[config.mk]
export PLATFORM = sky130hd
export DESIGN_NAME = rilm_top
export DESIGN_NICKNAME = d
export VERILOG_FILES = /design/src/core/rilm_pkg.sv /design/src/core/rilm_top.sv /design/src/core/rilm_sync2.sv
export SDC_FILE = /design/constraint.sdc
export NUM_CORES = 1
export LEC_CHECK = 0
export BUFFER_PORTS_ARGS = -buffer_cell sky130_fd_sc_hd__buf_4
export CORE_MARGIN = 5
export CORE_UTILIZATION = 41
export CTS_CLUSTER_DIAMETER = 80
export CTS_CLUSTER_SIZE = 20
export DETAILED_ROUTE_END_ITERATION = 8
export GPL_ROUTABILITY_DRIVEN = 0
export PLACE_DENSITY = 0.61
export SLEW_MARGIN = 20
export SYNTH_ARGS = -nofsm -noshare
export SYNTH_HDL_FRONTEND = slang
export SYNTH_HIERARCHICAL = 1
export SYNTH_SLANG_ARGS = --single-unit
[constraint.sdc]
create_clock -name CORE_CLK_I -period 2 [get_ports CORE_CLK_I]
set_input_delay 0.2 -clock CORE_CLK_I [delete_from_list [all_inputs] [get_ports CORE_CLK_I]]
set_output_delay 0.2 -clock CORE_CLK_I [all_outputs]
set_load 0.02 [all_outputs]
[src/core/rilm_pkg.sv]
// package for the regulator interrupt mask and load meter register block
// assumes one core clock domain and byte-wide registers behind a plain port
package rilm_pkg;

  // ****************************************
  // register offsets
  // ****************************************
  localparam logic [7:0] LIN_REG_IRQ_MASKS_ADDR = 8'h23;
  localparam logic [7:0] LOAD_METER_SEL_ADDR    = 8'h24;
  localparam logic [7:0] LOAD_CUR_HIGH_ADDR     = 8'h25;
  localparam logic [7:0] LOAD_CUR_LOW_ADDR      = 8'h26;
  localparam logic [7:0] LIN_REG_STATUS_ADDR    = 8'h27;
  localparam logic [7:0] LIN_REG_IRQ_FLAGS_ADDR = 8'h28;
  localparam logic [7:0] IRQ_ENABLE_ADDR        = 8'h29;

  // ****************************************
  // field positions
  // ****************************************
  localparam int LR1_PG_FALL_BIT = 7;
  localparam int LR1_PG_RISE_BIT = 6;
  localparam int LR1_CURLIM_BIT  = 4;
  localparam int LR0_PG_FALL_BIT = 3;
  localparam int LR0_PG_RISE_BIT = 2;
  localparam int LR0_CURLIM_BIT  = 0;
  localparam int FLAG_LR0_PG     = 0;
  localparam int FLAG_LR1_PG     = 1;
  localparam int FLAG_LR0_CURLIM = 2;
  localparam int FLAG_LR1_CURLIM = 3;
  localparam int SEL_BUCK_BIT    = 0;

  // ****************************************
  // reset values and widths
  // ****************************************
  localparam logic [7:0] MASK_WR_BITS   = 8'hDD;
  localparam logic [7:0] MASK_RESET     = 8'hCC;
  localparam logic [7:0] SEL_RESET      = 8'h00;
  localparam logic [8:0] RESULT_RESET   = 9'h000;
  localparam logic [3:0] FLAGS_RESET    = 4'h0;
  localparam logic [3:0] IRQ_EN_RESET   = 4'h0;
  localparam logic [1:0] EDGE_ARM_CNT   = 2'h3;
  localparam int         RESULT_W       = 9;
  localparam int         LSB_MA         = 20;
  localparam int         FULL_SCALE_MA  = 10220;

  // ****************************************
  // carriers
  // ****************************************
  typedef struct packed {
    logic [7:0] addr;
    logic [7:0] wdata;
    logic       wr;
    logic       rd;
  } rilm_bus_s;

  typedef struct packed {
    logic [1:0] pg;
    logic [1:0] curlim;
  } rilm_cond_s;

endpackage

[src/core/rilm_top.sv]
// regulator interrupt masks and buck load-current meter registers
// assumes a same-clock register port master; regulator conditions arrive asynchronous
// Function
// - reg1 pg-fall mask bit7 low lets pg loss raise pg flag; resets 1
// - reg1 pg-rise mask bit6 low lets pg gain raise pg flag; resets 1
// - reg1 current-limit mask bit4 low lets curlim raise flag; resets 0
// - reg0 pg-fall mask bit3 low lets pg loss raise pg flag; resets 1
// - reg0 pg-rise mask bit2 low lets pg gain raise pg flag; resets 1
// - reg0 current-limit mask bit0 low lets curlim raise flag; resets 0
// - masks gate only flags; status bits always follow conditions
// - selector bit0 picks buck0 (0) or buck1 (1); resets 0
// - every selector write with clock enable high starts a measurement on the written converter
// - result bit8 reads in high register bit0; upper bits read zero
// - result bits 7:0 read in low register; resets zero
// - result scaled 20 mA per count, full scale 10.22 A
//
// The strobed register port is this design's own decision.
`timescale 1ns/100ps
`default_nettype none
module rilm_top (
  // clock, reset, enable
  input  wire logic       CORE_CLK_I,
  input  wire logic       RESET_I,
  input  wire logic       CLK_EN_I,
  // register port
  input  wire logic [7:0] ADDR_I,
  input  wire logic [7:0] WDATA_I,
  input  wire logic       WR_I,
  input  wire logic       RD_I,
  output logic      [7:0] RDATA_O,
  // regulator conditions (asynchronous levels)
  input  wire logic [1:0] LIN_REG_PG_I,
  input  wire logic [1:0] LIN_REG_CURLIM_I,
  // measurement engine (same clock)
  output logic            MEAS_START_O,
  output logic            MEAS_BUCK_SEL_O,
  input  wire logic       MEAS_DONE_I,
  input  wire logic [8:0] MEAS_RESULT_I,
  // interrupt
  output logic            IRQ_O
);

  // ****************************************
  // input synchronisation
  // ****************************************
  rilm_pkg::rilm_bus_s  bus;
  rilm_pkg::rilm_cond_s cond_sync;
  rilm_pkg::rilm_cond_s cond_q;

  assign bus = '{addr: ADDR_I, wdata: WDATA_I, wr: WR_I, rd: RD_I};

  rilm_sync2 #(.W(4)) u_sync (
    .clk_i (CORE_CLK_I),
    .rst_i (RESET_I),
    .ce_i  (CLK_EN_I),
    .d_i   ({LIN_REG_PG_I, LIN_REG_CURLIM_I}),
    .q_o   (cond_sync)
  );

  // ****************************************
  // address decode
  // ****************************************
  wire sel_mask  = bus.addr == rilm_pkg::LIN_REG_IRQ_MASKS_ADDR;
  wire sel_msel  = bus.addr == rilm_pkg::LOAD_METER_SEL_ADDR;
  wire sel_hi    = bus.addr == rilm_pkg::LOAD_CUR_HIGH_ADDR;
  wire sel_lo    = bus.addr == rilm_pkg::LOAD_CUR_LOW_ADDR;
  wire sel_stat  = bus.addr == rilm_pkg::LIN_REG_STATUS_ADDR;
  wire sel_flags = bus.addr == rilm_pkg::LIN_REG_IRQ_FLAGS_ADDR;
  wire sel_ien   = bus.addr == rilm_pkg::IRQ_ENABLE_ADDR;
  wire wr_mask   = bus.wr && sel_mask;
  wire wr_msel   = bus.wr && sel_msel;
  wire wr_flags  = bus.wr && sel_flags;
  wire wr_ien    = bus.wr && sel_ien;

  // ****************************************
  // registers
  // ****************************************
  logic [7:0] mask_q;
  logic [7:0] msel_q;
  logic [8:0] result_q;
  logic [3:0] flags_q;
  logic [3:0] flags_d;
  logic [3:0] ien_q;
  logic [7:0] rdata_d;

  wire [7:0] mask_d = bus.wdata & rilm_pkg::MASK_WR_BITS;

  // ****************************************
  // edge arming
  // ****************************************
  // reset zeros in the sync stages would fake an edge on a pin that idles high
  logic [1:0] arm_q;
  wire        edges_armed = arm_q == rilm_pkg::EDGE_ARM_CNT;

  always_ff @(posedge CORE_CLK_I) begin
    if (RESET_I) begin
      arm_q <= 2'h0;
    end else if (CLK_EN_I && !edges_armed) begin
      arm_q <= arm_q + 2'h1;
    end
  end

  wire [1:0] pg_rise = cond_sync.pg & ~cond_q.pg & {2{edges_armed}};
  wire [1:0] pg_fall = ~cond_sync.pg & cond_q.pg & {2{edges_armed}};
  wire [1:0] cl_rise = cond_sync.curlim & ~cond_q.curlim & {2{edges_armed}};

  wire ev_lr0_pg = (pg_fall[0] && !mask_q[rilm_pkg::LR0_PG_FALL_BIT]) ||
                   (pg_rise[0] && !mask_q[rilm_pkg::LR0_PG_RISE_BIT]);
  wire ev_lr1_pg = (pg_fall[1] && !mask_q[rilm_pkg::LR1_PG_FALL_BIT]) ||
                   (pg_rise[1] && !mask_q[rilm_pkg::LR1_PG_RISE_BIT]);
  wire ev_lr0_cl = cl_rise[0] && !mask_q[rilm_pkg::LR0_CURLIM_BIT];
  wire ev_lr1_cl = cl_rise[1] && !mask_q[rilm_pkg::LR1_CURLIM_BIT];
  wire [3:0] events = {ev_lr1_cl, ev_lr0_cl, ev_lr1_pg, ev_lr0_pg};

  // set wins over write-one-to-clear
  wire [3:0] flag_clr = wr_flags ? bus.wdata[3:0] : 4'h0;
  assign flags_d = (flags_q & ~flag_clr) | events;

  wire [7:0] status_rd = {4'h0, cond_sync.curlim, cond_sync.pg};

  // read mux; unmapped reads return zero
  always_comb begin
    rdata_d = 8'h00;
    if (sel_mask) begin
      rdata_d = mask_q;
    end else if (sel_msel) begin
      rdata_d = msel_q;
    end else if (sel_hi) begin
      rdata_d = {7'h00, result_q[8]};
    end else if (sel_lo) begin
      rdata_d = result_q[7:0];
    end else if (sel_stat) begin
      rdata_d = status_rd;
    end else if (sel_flags) begin
      rdata_d = {4'h0, flags_q};
    end else if (sel_ien) begin
      rdata_d = {4'h0, ien_q};
    end
  end

  always_ff @(posedge CORE_CLK_I) begin
    if (RESET_I) begin
      mask_q <= rilm_pkg::MASK_RESET;
      ien_q  <= rilm_pkg::IRQ_EN_RESET;
    end else if (CLK_EN_I) begin
      if (wr_mask) begin
        mask_q <= mask_d;
      end
      if (wr_ien) begin
        ien_q <= bus.wdata[3:0];
      end
    end
  end

  always_ff @(posedge CORE_CLK_I) begin
    if (RESET_I) begin
      msel_q       <= rilm_pkg::SEL_RESET;
      MEAS_START_O <= 1'b0;
    end else if (CLK_EN_I) begin
      MEAS_START_O <= wr_msel;
      if (wr_msel) begin
        msel_q <= bus.wdata;
      end
    end
  end
  assign MEAS_BUCK_SEL_O = msel_q[rilm_pkg::SEL_BUCK_BIT];

  // counts pass unscaled, 20 mA each; atomic update
  always_ff @(posedge CORE_CLK_I) begin
    if (RESET_I) begin
      result_q <= rilm_pkg::RESULT_RESET;
    end else if (CLK_EN_I && MEAS_DONE_I) begin
      result_q <= MEAS_RESULT_I;
    end
  end

  always_ff @(posedge CORE_CLK_I) begin
    if (RESET_I) begin
      cond_q  <= '0;
      flags_q <= rilm_pkg::FLAGS_RESET;
      IRQ_O   <= 1'b0;
      RDATA_O <= 8'h00;
    end else if (CLK_EN_I) begin
      cond_q  <= cond_sync;
      flags_q <= flags_d;
      IRQ_O   <= |(flags_d & ien_q);
      RDATA_O <= bus.rd ? rdata_d : 8'h00;
    end
  end
endmodule
`default_nettype wire

[src/core/rilm_sync2.sv]
// two-flop synchroniser, one bit per lane
// assumes the inputs are asynchronous levels from the analog side
`timescale 1ns/100ps
`default_nettype none
module rilm_sync2 #(
  parameter int W = 4
) (
  input  wire logic         clk_i,
  input  wire logic         rst_i,
  input  wire logic         ce_i,
  input  wire logic [W-1:0] d_i,
  output logic      [W-1:0] q_o
);
  logic [W-1:0] meta_q;

  always_ff @(posedge clk_i) begin
    if (rst_i) begin
      meta_q <= '0;
      q_o    <= '0;
    end else if (ce_i) begin
      meta_q <= d_i;
      q_o    <= meta_q;
    end
  end
endmodule
`default_nettype wire

### Word-level counts from Yosys, hierarchy flattened

Cells that the tools add are included.

| storage, ports and cells | value |
|---|---|
| register bits after elaboration | 55 |
| output and inout bits | 11 |
| logic and storage cells | 69 |

| operators by class | value |
|---|---|
| $add $sub $neg | 1 |
| equality and inequality tests | 8 |
| mux-type cells | 9 |
| bitwise gates (word level) | 13 |
| reduce and logical (&&, ||, !) cells | 25 |

Operators by type and width:

| cell | number |
|---|---|
| 8-bit by 6-bit == test with 1-bit output (second input constant) | 7 |
| 8-bit 2-to-1 mux | 5 |
| 4-bit 2-to-1 mux | 4 |
| 2-bit AND | 6 |
| 1-bit logical AND | 12 |
| 4-bit AND | 2 |
| 1-bit logical NOT | 7 |
| 2-bit NOT | 3 |
| 2-bit AND reduction | 3 |
| 4-bit NOT | 1 |
| 4-bit OR | 1 |
| 4-bit OR reduction | 1 |
| 2-bit by 1-bit adder with 2-bit output (second input constant) | 1 |
| 2-bit == test (second input constant) | 1 |
| 1-bit logical OR | 2 |

### Longest topological paths before layout

| logic depth | value |
|---|---|
| depth after elaboration | 9 |
| gate-level depth with buffers | 7 |
| gate-level depth less buffers | 6 |

### By module

Netlist, hierarchy kept.

By module, submodules not included:

| module | instances | cells each | area each (sq um) | sequential area each (sq um) |
|---|---|---|---|---|
| rilm_top | 1 | 249 | 2,193.4 | 940.9 |
| rilm_sync2 | 1 | 26 | 285.3 | 160.2 |

### Least setup slack after synthesis

OpenSTA, ideal clock, no wires.

| timing | value |
|---|---|
| path type | reg2reg |
| from | reg arm_q[0] |
| to | reg IRQ_O |
| data arrival time | 1,536 ps |
| required time | 1,909 ps |
| slack | 373 ps |
| cell stages (with the launch flop) | 8 |
| buffers on the path | 1 |
| clock period less this slack | 1,627 ps |
| cell sequence | dfxtp_1 ha_1 clkbuf_1 nor4bb_1 o21ai_0 a21oi_1 and3b_1 a311oi_1 |

| between the ends | value |
|---|---|
| word-level cells in the longest chain between the ends | 7 |
| elaborated cells on any way between the ends | 15 |
| classes of those cells | 1 x eq/ne; 5 x bitwise; 9 x reduce/logical |

Ends and longest elaborated chain:

| what | line | RTL |
|---|---|---|
| start: declaration | rilm_top.sv:92 | `logic [1:0] arm_q;` |
| start signal: assignment | rilm_top.sv:99 | `arm_q <= arm_q + 2'h1;` |
| 2-bit == test (*) | rilm_top.sv:93 | `wire edges_armed = arm_q == rilm_pkg::EDGE_ARM_CNT;` |
| 2-bit AND (on tied branches) | rilm_top.sv:104, rilm_top.sv:103 |  |
| 1-bit logical AND (on tied branches) | -- |  |
| 1-bit logical OR (on tied branches) | rilm_top.sv:107, rilm_top.sv:109 |  |
| 4-bit OR (*) | rilm_top.sv:117 | `assign flags_d = (flags_q & ~flag_clr) \| events;` |
| 4-bit AND (*) | rilm_top.sv:186 | `IRQ_O <= \|(flags_d & ien_q);` |
| 4-bit OR reduction (*) | rilm_top.sv:186 |  |
| end signal: assignment | rilm_top.sv:186 |  |
| end: declaration | rilm_top.sv:40 | `output logic IRQ_O` |

Every way passes the cells marked *; elsewhere a longest branch is shown, timed or not.
A chain may end at the register's enable or synchronous reset.

### Final worst setup path

Ends and elaborated chain as after synthesis.

==> out/metrics.csv <==
metric,value,unit
most instantiated cells after synthesis,"dfxtp_1, nor2_1, mux2i_1",
"Reg clk slew, reported paths",110,ps
r2r setup slk,270,ps
sum of routed wire length over all layers,6090,µm
least setup slack across all paths after layout,271,ps
post-route clock period utilization,0.865,
"Critical Path, Cell by Cell",ha_1 -> nor4bb_2 -> o21ai_0 -> a21oi_1 -> and3b_1 -> a311oi_1,
Fin. Hold Viols,0,
number of H-tree levels,2,
worst setup path endpoint,IRQ_O$_SDFFE_PP0P_,
Lkg Pwr,1.20,nW
CTS max path bufs,2,
critical-path maximum fanout,9,
Die Height,87.8,µm
total CTS buffers,5,
post-synth cell types,39,
Congestion Overflow GR,0,
kind of path behind the tightest hold check,in2reg,
number of sinks driven by the clock tree,55,
switching power as a share of total power,0.257,
Cell Int Power,1.46,mW
CTS tree,built,
reg-to-reg critical path endpoint,IRQ_O$_SDFFE_PP0P_,
worst setup path startpoint,arm_q[0]$_SDFFE_PP0P_,
DRC violation count after routing,0,
number of instances in the synthesized netlist,275,
Critical Path Max Stage Delay,370,ps
final HPWL from detailed placement,4470,µm
maximum number of pins on one net before global-route repair,39,
number of placed I/O pins,46,
total global-route track usage,0.166,
warning count from the yosys run,6,
Flop pwr share,0.577,
"Net Count, Synth",311,
Final Core Density,0.504,
"Slew Viols, Final",0,
sort of element at the start of the critical path,flip-flop,
Reg2Reg Launch Point,arm_q[0]$_SDFFE_PP0P_,
count of buffers from port buffering,45,
signed area change from the synthesized netlist to the final layout,19.6,%
average footprint of a synthesized cell,9.01,µm²
CP max stage cell,dfxtp_1,
final layout net count,351,
overall power,1.96,mW
proportion of power drawn by combinational gates,0.103,
number of antenna diodes,0,
"Arr. time, crit path",1960,ps
number of max-cap violations,0,
Max Fclk,0.578,GHz
outcome,"complete, no violations",
number of fill cells in the layout,571,
Worst slew margin,0.708,
floorplan row count,28,
worst slack at placement,219,ps
number of vias per cell after detailed routing,5.33,
instance count on the critical path,6,
time the final worst path needs with I/O delays and setup,1730,ps
"IR drop worst, VDD",0.387,mV
biggest area consumer among synthesized cells,dfxtp_1,
top post-synthesis cells by area,"dfxtp_1, mux2i_1, nor2_1, a21oi_1, a22o_1",
clock network latency to the later pin of the worst-skew pair,310,ps
most instantiated flip-flop cell in the synthesis netlist,dfxtp_1,
"count leader, synth",dfxtp_1,
share of total power in the clock network,0.320,
cell area after technology mapping,2480,µm²
share of synthesized flip-flops with an asynchronous set or reset,0,
WL per Instance,15.6,µm
critical path type,reg2reg,
die outline area,7700,µm²
Post-synth EDFFs,0,
fraction of synthesized cell area taken by the top area cell type,0.444,
unrepaired setup endpoints after global routing,no,
antenna violations before repair,0,
synthesis-stage register bit count,55,
R2R cell count,6,
slew at the pin closest to its max-slew limit,438,ps
total core area,5890,µm²
count of endpoints failing setup in the final report,0,
proportion of layout cells with a drive suffix above 1,0.206,
number of global-route vias before repair,1928,
element type at the critical path end,flip-flop,
count of buffering cells on the critical path with inverters included,0,
starting density of the core,0.421,
final sum of negative setup slack,0,ps
post-route ant nets,0,
power per unit of standard cell area,662,nW/µm²
Net Sw Power,505,µW
Clock Root Buffer,clkbuf_8,
router iterations before antenna repair,4,
Initial DRC Count,139,
sequential fraction of the synthesis area,0.444,
number of buffers added for setup after CTS,0,
cell family with most CP delay,compound AO/OA/AOI/OAI gates,
required time of the critical path,2230,ps
horizontal extent of the die,87.8,µm
vias,2085,
first-pass GRT wire length,9840,µm
minimum hold slack,99.9,ps
largest clock skew in the final design,10.6,ps
## worst min-delay path by stage
stage | start | end | slack [ps] | cells past startpoint
CTS | WDATA_I[7] | mask_q[7]$_SDFFE_PP1P_ | 90 | 2
detailed placement | WDATA_I[7] | mask_q[7]$_SDFFE_PP1P_ | 420 | 2
global placement | WDATA_I[7] | mask_q[7]$_SDFFE_PP1P_ | 420 | 2
finish | WDATA_I[7] | mask_q[7]$_SDFFE_PP1P_ | 100 | 2
floorplan | WDATA_I[2] | mask_q[2]$_SDFFE_PP1P_ | 320 | 1
global route | WDATA_I[6] | mask_q[6]$_SDFFE_PP1P_ | 100 | 2
## through the flow
step	area (µm²)	instances
after detailed placement	2870	383
after global placement	2870	383
after CTS	2960	391
final	2960	391
after global routing	2960	391
after floorplan	2480	275
## routing by layer
layer,GRT usage,routed length (µm),up-vias
li1,-,-,1063
met1,0.237,3030,965
met2,0.250,2650,52
met3,0.0376,358,5
met4,0.0460,55,0
met5,0,0,-
## what timing repair did
action	in CTS	in global routing
hold buffers	0	0
resized for setup	0	1
setup endpoints to repair	0	1
## flip-flops by register name, indices dropped and copies added, names as in the netlist
| register | flops |
|---|---|
| result_q | 9 |
| msel_q | 8 |
| arm_q | 2 |
| cond_q | 4 |
| mask_q | 6 |
| MEAS_START_O | 1 |
| ien_q | 4 |
| flags_q | 4 |
| RDATA_O | 8 |
| u_sync/q_o | 4 |
| u_sync/meta_q | 4 |
| IRQ_O | 1 |
## cell usage in the layout, fill, tap and decap left out, types with 5 or more instances in the layout
cell	instances
nand3_1	15
nor2b_1	8
a22o_1	10
o21ai_0	11
a21oi_1	20
nand2_1	22
clkbuf_8	5
dfxtp_1	55
nor2_1	41
buf_4	50
mux2i_1	32
## cell type report
class                           count  area [µm²]  area share
Tap cell                           75        93.8      0.0317
Clock buffer                        5        68.8      0.0232
Clock inverter                      3        20.0     0.00675
Timing Repair Buffer               50         375       0.127
Inverter                            1        3.75     0.00127
Multi-Input combinational cell    202        1300       0.439
Sequential cell                    55        1100       0.371
## power by group through the flow
| stage | Combinational, mW | Sequential, mW | Clock, mW |
|---|---|---|---|
| global placement | 0.200 | 1.16 | 0 |
| global route | 0.222 | 1.14 | 0.689 |
| floorplan | 0.109 | 1.15 | 0 |
| finish | 0.201 | 1.13 | 0.628 |
| detailed placement | 0.201 | 1.16 | 0 |
| CTS | 0.202 | 1.13 | 0.645 |
## logic make-up (layout without fill, tap and decap cells)
logic type / after synthesis / in the layout / synth area share
AOI/OAI and AO/OA: 57 / 57 / 0.149
buffers and inverters: 18 / 59 / 0.0333
DFF: 55 / 55 / 0.444
and+or+nand+nor: 109 / 109 / 0.222
muxes: 34 / 34 / 0.143
adders and majority gates: 1 / 1 / 0.00505
xor gates and xnor gates: 1 / 1 / 0.00353
No activity file was read; power rests on OpenSTA's default activity.
